==> config.mk <==
export PLATFORM = sky130hd
export DESIGN_NAME = dmc_ctrl
export DESIGN_NICKNAME = d
export VERILOG_FILES = /design/src/include/dmc_pkg.sv /design/src/rtl/dmc_chan_bit.sv /design/src/rtl/dmc_ctrl.sv /design/src/rtl/dmc_req_sync.sv
export SDC_FILE = /design/constraint.sdc
export NUM_CORES = 1
export LEC_CHECK = 0
export BUFFER_PORTS_ARGS = -buffer_cell sky130_fd_sc_hd__buf_2
export CAP_MARGIN = 15
export CORE_MARGIN = 8
export CORE_UTILIZATION = 36
export CTS_CLUSTER_SIZE = 25
export DETAILED_ROUTE_END_ITERATION = 16
export GPL_ROUTABILITY_DRIVEN = 1
export MAX_ROUTING_LAYER = met4
export SYNTH_ARGS = -nofsm -noshare
export SYNTH_HDL_FRONTEND = slang
export SYNTH_SLANG_ARGS = --single-unit
==> constraint.sdc <==
create_clock -name CLK_SYS -period 2.35 [get_ports CLK_SYS]
set_clock_uncertainty 0.15 [all_clocks]
set_input_delay 0.47 -clock CLK_SYS [delete_from_list [all_inputs] [get_ports CLK_SYS]]
set_output_delay 0.47 -clock CLK_SYS [all_outputs]
set_load 0.005 [all_outputs]
==> src/include/dmc_pkg.sv <==
// Constants, register map and carrier types of the DMA channel enable and
// request mask control block.
// Assumes a 32-bit classic Wishbone slave port on the system clock.
//
// Summary of operation
// - Bit C of each mask and enable register maps channel C.
// - Mask clear write one unmasks channel C.
// - Mask clear write zero leaves mask unchanged.
// - Enable set read returns channel enable state.
// - Enable set write one enables channel C.
// - Enable clear write one disables channel C.
// - Enable clear read also returns enable state.
// - Completed DMA cycle disables its channel unless an enable set write of one to it lands in the same cycle.
// - After reset all channels disabled, registers zero.
// - Mask set write one masks; reads mask state.
// - Configuration bit zero gates the masked request outputs.
package dmc_pkg;

    // Number of DMA channels and the width of the bus data word.
    localparam int          DMC_CHANS        = 14;
    localparam int          DMC_DATA_W       = 32;

    // Register byte addresses on the system bus.
    localparam logic [31:0] DMC_ADR_CONFIG   = 32'h4001_0004;
    localparam logic [31:0] DMC_ADR_MASK_SET = 32'h4001_0020;
    localparam logic [31:0] DMC_ADR_MASK_CLR = 32'h4001_0024;
    localparam logic [31:0] DMC_ADR_EN_SET   = 32'h4001_0028;
    localparam logic [31:0] DMC_ADR_EN_CLR   = 32'h4001_002c;

    // Field positions and reset values.
    localparam int          DMC_CFG_EN_POS   = 0;
    localparam logic [31:0] DMC_RESET_WORD   = 32'h0000_0000;
    localparam logic [13:0] DMC_RESET_CHANS  = 14'h0000;

    // Per-channel write strobes decoded from one bus write.
    typedef struct packed {
        logic [13:0] mask_set;
        logic [13:0] mask_clr;
        logic [13:0] en_set;
        logic [13:0] en_clr;
    } dmc_strobe_s;

    // Bus slave and output state of the top module.
    typedef struct packed {
        logic        ack;
        logic        err;
        logic [31:0] dat;
        logic        ctrl_enable;
        logic [13:0] masked_req;
    } dmc_top_s;

    // One set/clear channel bit.
    typedef struct packed {
        logic q;
    } dmc_bit_s;

    // Three-stage request synchroniser with agreement filter.
    typedef struct packed {
        logic [13:0] s1;
        logic [13:0] s2;
        logic [13:0] s3;
        logic [13:0] q;
    } dmc_sync_s;

endpackage

==> src/rtl/dmc_chan_bit.sv <==
// One channel state bit with software set, software clear and hardware clear.
// Assumes the set and clear strobes never come from the same bus write.
`timescale 1ns/1ps
module dmc_chan_bit
    import dmc_pkg::*;
(
    input  wire logic clk,
    input  wire logic nrst,
    input  wire logic set,
    input  wire logic clr,
    input  wire logic hw_clr,
    output logic      q
);

    dmc_bit_s st;
    dmc_bit_s next_st;

    // A software write overrides a completion clear in the same cycle.
    always_comb
    begin
        next_st = st;
        if (set)
        begin
            next_st.q = 1'b1;
        end
        else if (clr)
        begin
            next_st.q = 1'b0;
        end
        else if (hw_clr)
        begin
            next_st.q = 1'b0;
        end
    end

    // Every channel starts disabled and unmasked.
    always_ff @(posedge clk or negedge nrst)
    begin
        if (!nrst)
        begin
            st <= '0;
        end
        else
        begin
            st <= next_st;
        end
    end

    assign q = st.q;

    set_wins_a: assert property (@(posedge clk) disable iff (!nrst)
        set |=> q)
        else $error("Set strobe did not raise the channel bit.");

    hw_clear_a: assert property (@(posedge clk) disable iff (!nrst)
        (hw_clr && !set) |=> !q)
        else $error("Completion did not clear the channel bit.");

endmodule

==> src/rtl/dmc_ctrl.sv <==
// Top of the DMA channel enable and request mask control block.
// Assumes a classic Wishbone master on CLK_SYS, asynchronous peripheral
// request pins, and a transfer datapath on CLK_SYS that pulses CYCLE_DONE.
//
// The implementer's own choice: register access over Wishbone.
`timescale 1ns/1ps
module dmc_ctrl
    import dmc_pkg::*;
(
    input  wire logic        CLK_SYS,
    input  wire logic        NRST,
    input  wire logic        WB_CYC_I,
    input  wire logic        WB_STB_I,
    input  wire logic        WB_WE_I,
    input  wire logic [31:0] WB_ADR_I,
    input  wire logic [3:0]  WB_SEL_I,
    input  wire logic [31:0] WB_DAT_I,
    output logic      [31:0] WB_DAT_O,
    output logic             WB_ACK_O,
    output logic             WB_ERR_O,
    input  wire logic [13:0] PERIPH_REQ,
    input  wire logic [13:0] CYCLE_DONE,
    output logic      [13:0] CHAN_ENABLE,
    output logic      [13:0] MASKED_REQ,
    output logic             CTRL_ENABLE
);

    dmc_top_s    st;
    dmc_top_s    next_st;
    dmc_strobe_s stb;
    logic [13:0] req_level;
    logic [13:0] mask_q;
    logic [13:0] en_q;
    logic        access;
    logic        write_now;
    logic        mapped;
    logic [31:0] lane_mask;
    logic [31:0] wr_bits;

    // True when the bus address names the given register.
    function automatic logic hit(input logic [31:0] adr, input logic [31:0] reg_adr);
        hit = (adr == reg_adr);
    endfunction

    // Value returned for a read of a given address; write-only words read zero.
    function automatic logic [31:0] read_word(input logic [31:0] adr,
                                              input logic [13:0] mask,
                                              input logic [13:0] en);
        read_word = DMC_RESET_WORD;
        if (hit(adr, DMC_ADR_MASK_SET))
        begin
            read_word[13:0] = mask;
        end
        else if (hit(adr, DMC_ADR_EN_SET))
        begin
            read_word[13:0] = en;
        end
        else if (hit(adr, DMC_ADR_EN_CLR))
        begin
            read_word[13:0] = en;
        end
    endfunction

    // Bus access decode. The write is applied on the edge at which the master
    // sees the acknowledge, so a write is never applied twice or early.
    assign access    = WB_CYC_I && WB_STB_I;
    assign write_now = access && WB_WE_I && st.ack;
    assign mapped    = hit(WB_ADR_I, DMC_ADR_CONFIG)   || hit(WB_ADR_I, DMC_ADR_MASK_SET) ||
                       hit(WB_ADR_I, DMC_ADR_MASK_CLR) || hit(WB_ADR_I, DMC_ADR_EN_SET) ||
                       hit(WB_ADR_I, DMC_ADR_EN_CLR);

    // Byte enables gate the write data lane by lane.
    generate
        for (genvar b = 0; b < 4; b++)
        begin : g_lane
            assign lane_mask[8*b +: 8] = {8{WB_SEL_I[b]}};
        end
    endgenerate

    assign wr_bits = WB_DAT_I & lane_mask;

    // Per-channel strobes; the upper bits of a written word are dropped.
    always_comb
    begin
        stb = '0;
        if (write_now)
        begin
            if (hit(WB_ADR_I, DMC_ADR_MASK_SET))
            begin
                stb.mask_set = wr_bits[13:0];
            end
            if (hit(WB_ADR_I, DMC_ADR_MASK_CLR))
            begin
                stb.mask_clr = wr_bits[13:0];
            end
            if (hit(WB_ADR_I, DMC_ADR_EN_SET))
            begin
                stb.en_set = wr_bits[13:0];
            end
            if (hit(WB_ADR_I, DMC_ADR_EN_CLR))
            begin
                stb.en_clr = wr_bits[13:0];
            end
        end
    end

    // Peripheral request pins arrive from outside the clock domain.
    dmc_req_sync u_req_sync
    (
        .clk   (CLK_SYS),
        .nrst  (NRST),
        .pin   (PERIPH_REQ),
        .level (req_level)
    );

    // One mask bit and one enable bit per channel; a zero in a written word
    // produces no strobe, so that channel keeps its state.
    generate
        for (genvar c = 0; c < DMC_CHANS; c++)
        begin : g_chan
            dmc_chan_bit u_mask
            (
                .clk    (CLK_SYS),
                .nrst   (NRST),
                .set    (stb.mask_set[c]),
                .clr    (stb.mask_clr[c]),
                .hw_clr (1'b0),
                .q      (mask_q[c])
            );

            dmc_chan_bit u_enable
            (
                .clk    (CLK_SYS),
                .nrst   (NRST),
                .set    (stb.en_set[c]),
                .clr    (stb.en_clr[c]),
                .hw_clr (CYCLE_DONE[c]),
                .q      (en_q[c])
            );
        end
    endgenerate

    // Bus answer, controller enable and the gated request vector.
    always_comb
    begin
        next_st     = st;
        next_st.ack = access && mapped && !st.ack && !st.err;
        next_st.err = access && !mapped && !st.ack && !st.err;
        if (access && !WB_WE_I && !st.ack)
        begin
            // Reserved bits always come back as zero.
            next_st.dat = read_word(WB_ADR_I, mask_q, en_q);
        end
        if (write_now && hit(WB_ADR_I, DMC_ADR_CONFIG) && WB_SEL_I[0])
        begin
            next_st.ctrl_enable = WB_DAT_I[DMC_CFG_EN_POS];
        end
        // Requests pass only for enabled, unmasked channels of an enabled
        // controller. The extra register stage costs one cycle of latency
        // but keeps every output on a flip-flop.
        next_st.masked_req = req_level & ~mask_q & en_q & {DMC_CHANS{st.ctrl_enable}};
    end

    // Registers; everything clears on reset.
    always_ff @(posedge CLK_SYS or negedge NRST)
    begin
        if (!NRST)
        begin
            st <= '0;
        end
        else
        begin
            st <= next_st;
        end
    end

    assign WB_DAT_O    = st.dat;
    assign WB_ACK_O    = st.ack;
    assign WB_ERR_O    = st.err;
    assign CHAN_ENABLE = en_q;
    assign MASKED_REQ  = st.masked_req;
    assign CTRL_ENABLE = st.ctrl_enable;

    // Acknowledge is one cycle wide and follows a fresh request by one cycle.
    ack_pulse_a: assert property (@(posedge CLK_SYS) disable iff (!NRST)
        WB_ACK_O |=> !WB_ACK_O)
        else $error("Acknowledge held longer than one cycle.");

    ack_latency_a: assert property (@(posedge CLK_SYS) disable iff (!NRST)
        (access && !WB_ACK_O && !WB_ERR_O) |=> (WB_ACK_O || WB_ERR_O))
        else $error("Bus request not answered in one cycle.");

    reserved_zero_a: assert property (@(posedge CLK_SYS) disable iff (!NRST)
        (WB_ACK_O && !WB_WE_I) |-> (WB_DAT_O[31:14] == 18'h00000))
        else $error("Reserved read bits not zero.");

    en_read_a: assert property (@(posedge CLK_SYS) disable iff (!NRST)
        (WB_ACK_O && !WB_WE_I && (hit(WB_ADR_I, DMC_ADR_EN_SET) || hit(WB_ADR_I, DMC_ADR_EN_CLR)))
        |-> (WB_DAT_O[13:0] == $past(CHAN_ENABLE)))
        else $error("Enable read did not return channel state.");

    en_set_a: assert property (@(posedge CLK_SYS) disable iff (!NRST)
        (write_now && hit(WB_ADR_I, DMC_ADR_EN_SET))
        |=> ((CHAN_ENABLE & $past(wr_bits[13:0])) == $past(wr_bits[13:0])))
        else $error("Enable set write did not enable channel.");

    en_clr_a: assert property (@(posedge CLK_SYS) disable iff (!NRST)
        (write_now && hit(WB_ADR_I, DMC_ADR_EN_CLR))
        |=> ((CHAN_ENABLE & $past(wr_bits[13:0])) == 14'h0000))
        else $error("Enable clear write did not disable channel.");

    mask_clr_a: assert property (@(posedge CLK_SYS) disable iff (!NRST)
        (write_now && hit(WB_ADR_I, DMC_ADR_MASK_CLR))
        |=> ((mask_q & $past(wr_bits[13:0])) == 14'h0000))
        else $error("Mask clear write did not unmask channel.");

    mask_keep_a: assert property (@(posedge CLK_SYS) disable iff (!NRST)
        (write_now && hit(WB_ADR_I, DMC_ADR_MASK_CLR))
        |=> ((mask_q & ~$past(wr_bits[13:0])) == $past(mask_q & ~wr_bits[13:0])))
        else $error("Mask clear zero bits changed the mask.");

    mask_set_a: assert property (@(posedge CLK_SYS) disable iff (!NRST)
        (write_now && hit(WB_ADR_I, DMC_ADR_MASK_SET))
        |=> ((mask_q & $past(wr_bits[13:0])) == $past(wr_bits[13:0])))
        else $error("Mask set write did not mask channel.");

    done_clear_a: assert property (@(posedge CLK_SYS) disable iff (!NRST)
        (|(CYCLE_DONE & ~stb.en_set)) |=> ((CHAN_ENABLE & $past(CYCLE_DONE & ~stb.en_set)) == 14'h0000))
        else $error("Completed channel stayed enabled.");

    gate_off_a: assert property (@(posedge CLK_SYS) disable iff (!NRST)
        !CTRL_ENABLE |=> (MASKED_REQ == 14'h0000))
        else $error("Requests passed while controller disabled.");

endmodule

==> src/rtl/dmc_req_sync.sv <==
// Synchroniser for the peripheral request pins.
// Assumes the pins are asynchronous to CLK_SYS.
`timescale 1ns/1ps
module dmc_req_sync
    import dmc_pkg::*;
(
    input  wire logic        clk,
    input  wire logic        nrst,
    input  wire logic [13:0] pin,
    output logic      [13:0] level
);

    dmc_sync_s st;
    dmc_sync_s next_st;

    // The first stage feeds only the second; a change is taken once stages two and three agree.
    always_comb
    begin
        next_st    = st;
        next_st.s1 = pin;
        next_st.s2 = st.s1;
        next_st.s3 = st.s2;
        next_st.q  = (st.s2 & st.s3) | (st.q & (st.s2 | st.s3));
    end

    always_ff @(posedge clk or negedge nrst)
    begin
        if (!nrst)
        begin
            st <= '0;
        end
        else
        begin
            st <= next_st;
        end
    end

    assign level = st.q;

    // The filtered level only moves to a value both late stages hold.
    agree_level_a: assert property (@(posedge clk) disable iff (!nrst)
        (st.s2 == st.s3) |=> (st.q == $past(st.s3)))
        else $error("Request level did not follow agreeing stages.");

endmodule

* Yosys cells after proc, flatten, opt, wreduce, memory -nomap -nowiden
Cells that the tools add are included.
Cells by class: equal/unequal tests 5, muxes and demuxes 78, bitwise gates (word level) 9, reductions and logical operators 49
Operator list (number):
- $eq A32 B31 Y1 const B | 5
- $mux W14 | 7
- $and A14 B14 Y14 | 6
- $mux W1 | 70
- $mux W56 | 1
- $reduce_bool A3 Y1 | 14
- $or A14 B14 Y14 | 2
- $reduce_bool A2 Y1 | 14
- $not A14 Y14 | 1
- $logic_and A1 B1 Y1 | 13
- $logic_not A1 Y1 | 4
- $logic_or A1 B1 Y1 | 4
Storage, ports and cells: flip-flop bits (word level) 115, input port bits 101, output and inout port bits 63, word-level logic and storage cells 178

* Depth between registers and ports, before layout
word-level depth 9, depth in mapped cells 6, mapped depth without buffers 4

* Cells and area by module
Synthesis repeated with hierarchy kept, for this count alone.
Unflattened totals: cell total of the unflattened synthesis 409, area, all modules 4754.6 µm²
By module, submodules not included:
- dmc_ctrl | instances 1, cells an instance 241, area an instance 2004.4 µm², sequential area each 775.7 µm²
- dmc_req_sync | instances 1, cells an instance 84, area an instance 1664.1 µm², sequential area each 1401.3 µm²
- dmc_chan_bit | instances 28, cells an instance 3, area an instance 38.8 µm², sequential area each 25.0 µm²

* Least setup slack after synthesis
OpenSTA, ideal clock, no wires.
kind in2reg, start input WB_ADR_I[26], end register g_chan[10].u_mask.st, setup time 0.080 ns, arrival 1.725 ns, data required time 2.120 ns, slack 0.396 ns, cell stages on the path 5, buffers on the path 1, cell sequence nor4b_1 > nand4_1 > buf_2 > nor3b_1 > mux2i_1
On the way: longest elaborated chain between the ends 4, elaborated cells on any way between the ends 7, classes of those cells eq/ne: 2; mux: 4; reduce/logical: 1
Ends and longest elaborated chain:
- start, declared | RTL line dmc_ctrl.sv:15 | input wire logic [31:0] WB_ADR_I,
- $eq A32 B31 Y1 | RTL line dmc_ctrl.sv:42 | hit = (adr == reg_adr);
- $mux W14 (on tied branches) | RTL line dmc_ctrl.sv:88, dmc_ctrl.sv:92
- $mux W56 (*) | RTL line dmc_ctrl.sv:86 | if (write_now)
- $mux W1 or $reduce_bool A2 Y1 (tied branches)
- end signal, assigned | RTL line dmc_chan_bit.sv:45 | st <= next_st;
- end, declared | RTL line dmc_chan_bit.sv:15 | dmc_bit_s st;
Mark *: on every way between the ends. The rest lies on a longest branch, timed or not. A chain may end at the register's enable or synchronous reset.

* Worst setup path after layout
start input WB_ADR_I[28], end register st (netlist bit WB_DAT_O[10])
On the way: longest elaborated chain between the ends 4, elaborated cells on any way between the ends 6, classes of those cells eq/ne: 3; mux: 3
Ends and longest elaborated chain:
- $eq A32 B31 Y1 | RTL line dmc_ctrl.sv:42
- $mux W14 | RTL line dmc_ctrl.sv:58 | else if (hit(adr, DMC_ADR_EN_CLR))
- $mux W14 | RTL line dmc_ctrl.sv:54 | else if (hit(adr, DMC_ADR_EN_SET))
- $mux W14 (*) | RTL line dmc_ctrl.sv:50 | if (hit(adr, DMC_ADR_MASK_SET))
- end signal, assigned | RTL line dmc_ctrl.sv:173 | st <= next_st;
- end, declared | RTL line dmc_ctrl.sv:28 | dmc_top_s st;
Marks and branches as above.

==> impl_metrics.env <==
export IMPL_status="finished with violations"
export IMPL_violations="negative hold slack"
export IMPL_grt_pass1_wl_um=20000
export IMPL_initial_core_util=0.366
export IMPL_cp_max_fo=14
export IMPL_nets=609
export IMPL_maxSlewHeadroom=0.238
export IMPL_min_period_over_period=0.837
export IMPL_crit_buf_inv=2
export IMPL_post_drt_wl_per_cell_um=17.8
export IMPL_cts_buffers=17
export IMPL_cts_setup_buffers=0
export IMPL_drt_first_pass_iters=4
export IMPL_antenna_found_initial=1
export IMPL_min_path_type="input pin to async pin"
export IMPL_rows=42
export IMPL_rsz0062_at_grt="false"
export IMPL_dieWidth_um=132
export IMPL_worst_path_max_delay_cell="nor4b_1"
export IMPL_worstSkewPairLatency_ns=0.41
export IMPL_drtIter0Drc=248
export IMPL_netlist_instances=372
export IMPL_cp_data_required_time_ns=2.50
export IMPL_path_cells="buf_2 > nor4b_1 > and4_1 > nand4_4 > buf_4 > o31ai_1"
export IMPL_maxClockFrequency_mhz=508
export IMPL_grt_overflow=0
export IMPL_startpoint_type="input pin"
export IMPL_layout_drive_gt1_share=0.363
export IMPL_ctsResizeCount=0
export IMPL_root_buffer="clkbuf_16"
export IMPL_numPortBuffers=125
export IMPL_core_area_um2=13100
export IMPL_hpwl_um=8700
export IMPL_grt_use_total=0.153
export IMPL_clockBufferDepth=2
export IMPL_synth_distinct_cells=37
export IMPL_clk_pin_slew_worst_paths_ns=0.05
export IMPL_cts_sinks=115
export IMPL_setup_violations=0
export IMPL_pin_count=164
export IMPL_finalMaxSlewViolations=0
export IMPL_ctsHoldBuffers=12
export IMPL_min_period_ns=1.97
export IMPL_place_gp_congestion=0.798
export IMPL_power_density_nw_per_um2=773
export IMPL_grt_max_degree=116
export IMPL_critPathMaxStageDelay_ns=0.47
export IMPL_ys_seq_area_frac=0.598
export IMPL_vias=3376
export IMPL_crit_family="simple AND/OR/NAND/NOR gates"
export IMPL_cap_violations=0
export IMPL_cts_tree="done"
export IMPL_synth_seq_cells=115
export IMPL_synth_area_per_cell_um2=12.9
export IMPL_reg2reg_from="WB_ACK_O"
export IMPL_yosysWarnings=0
export IMPL_stdcell_count=700
export IMPL_h_tree_depth=4
export IMPL_ff2ff_setup_slack_ns=0.64
export IMPL_vias_per_cell=4.82
export IMPL_cp_end_kind="flop"
export IMPL_netlist_area_um2=4810
export IMPL_worstMarginPinSlew_ns=1.14
export IMPL_ant_nets=0
export IMPL_placed_cells=653
export IMPL_post_route_drc_count=0
export IMPL_p_leak_uw=0.00312
export IMPL_hold_viol_final=17
export IMPL_grt_pass1_vias=3688
export IMPL_tns_ns=0
export IMPL_vdd_drop_max_uv=394
export IMPL_dieArea_um2=17300
export IMPL_cp_startpoint="WB_ADR_I[28]"
export IMPL_wl_um=12500
export IMPL_holdWs_ns=-0.0639
export IMPL_critPathKind="input pin to flop"
export IMPL_cp_data_arrival_time_ns=2.12
export IMPL_dieHeight_um=132
export IMPL_area_growth_pct=29.5
==> through the flow <==
| step | instance area, um2 | total power [uW] | utilization | worst slack (ns) |
|---|---|---|---|---|
| finish | 6230 | 4820 | 0.474 | 0.383 |
| CTS | 6230 | 4880 | 0.474 | 0.410 |
| global route | 6230 | 5010 | 0.474 | 0.325 |
| global placement | 5520 | 2310 | 0.420 | 0.164 |
| detailed placement | 5520 | 2320 | 0.420 | 0.00442 |
| floorplan | 4880 | 2190 | - | 0.396 |
==> registers in the layout, summed over array words and instances (netlist names) <==
name,count
u_req_sync.st,14
CTRL_ENABLE,1
u_req_sync.level,14
WB_ACK_O,1
WB_DAT_O,14
WB_ERR_O,1
MASKED_REQ,14
u_req_sync.next_st,28
g_chan.u_enable.q,14
g_chan.u_mask.q,14
==> Yosys cell counts <==
cell type | number | area (um2)
buf_2 | 3 | 15.0
nor2_1 | 1 | 3.75
nand4_4 | 1 | 21.3
nand3_1 | 3 | 15.0
nand2_1 | 17 | 63.8
o31ai_2 | 10 | 125
a22oi_1 | 11 | 82.6
a21oi_1 | 4 | 20.0
buf_6 | 2 | 22.5
clkbuf_2 | 1 | 5.00
nor4_4 | 2 | 42.5
or3_1 | 3 | 18.8
nor3_1 | 1 | 5.00
and3_2 | 1 | 7.51
maj3_1 | 14 | 140
nor4b_4 | 1 | 23.8
mux2_2 | 1 | 11.3
nand4_2 | 1 | 12.5
inv_1 | 12 | 45.0
dfrtp_1 | 115 | 2880
nor4b_1 | 3 | 26.3
and4_1 | 13 | 114
conb_1 | 1 | 3.75
and3_1 | 16 | 100
and4b_1 | 3 | 30.0
a21o_1 | 1 | 7.51
o31ai_1 | 7 | 52.6
nor3b_4 | 1 | 18.8
buf_1 | 2 | 7.51
nor4_1 | 3 | 18.8
nand2b_1 | 14 | 87.6
o41ai_1 | 3 | 26.3
nor3b_1 | 15 | 113
buf_4 | 35 | 263
nand4_1 | 16 | 100
mux2i_1 | 25 | 250
clkbuf_1 | 10 | 37.5
==> logic make-up after synthesis <==
kind of cell | count (synthesis) | share of synthesized area
AND/OR/NAND/NOR | 115 | 0.171
AO/OA/AOI/OAI | 36 | 0.0652
flip-flops | 115 | 0.598
buffers and inverters | 65 | 0.0821
multiplexers | 26 | 0.0543
other | 1 | 0.000779
adder cells (fa/ha/maj) | 14 | 0.0291
==> final timing paths <==
path / to / depth (start not counted)
hold / removal: u_req_sync.next_st[39] / 2
hold reg to reg: u_req_sync.next_st[21] / 0
min in group CLK_SYS: u_req_sync.next_st[36] / 1
max in group asynchronous: u_req_sync.next_st[30] / 2
setup / recovery: WB_DAT_O[10] / 6
setup reg to reg: g_chan[12].u_mask.q / 5
==> layout by cell type (no fill, tap or decap), types with 4 or more instances in the layout <==
cell type / netlist / final
dfrtp_1: 115 / 115
a22oi_1: 11 / 11
buf_2: 3 / 124
dlygate4sd3_1: 0 / 12
nand4_1: 16 / 16
a21oi_1: 4 / 4
and3_1: 16 / 16
nor3b_1: 15 / 15
nand2_1: 17 / 17
conb_1: 1 / 18
o31ai_2: 10 / 10
clkinv_2: 0 / 8
buf_4: 35 / 15
nand2b_1: 14 / 14
maj3_1: 14 / 14
mux2i_1: 25 / 25
inv_1: 12 / 12
o31ai_1: 7 / 7
and4_1: 13 / 13
clkbuf_16: 0 / 17
==> power breakdown <==
part,internal [uW],switching (uW)
Sequential,2050,25.8
Clock,1670,846
Combinational,102,126
==> area by class of cell <==
cell class / instances / area [um2]
Sequential cell: 115 / 2880
Fill cell: 1248 / 6900
Multi-Input combinational cell: 209 / 1610
Antenna cell: 3 / 7.51
Timing Repair Buffer: 153 / 893
Tap cell: 176 / 220
Inverter: 12 / 45.0
Clock buffer: 20 / 447
Clock inverter: 12 / 138
==> per-layer routing <==
layer  global-route usage  share of wire  wire [um]  vias to the layer above
met2                0.229           0.47       5830                      130
met1                0.179           0.44       5530                     1665
li1                     -              -          -                     1566
met4               0.0728          0.016        199                        0
met5                    -              0          0                        -
met3               0.0587          0.074        924                       15
No activity file was read; power rests on OpenSTA's default activity.
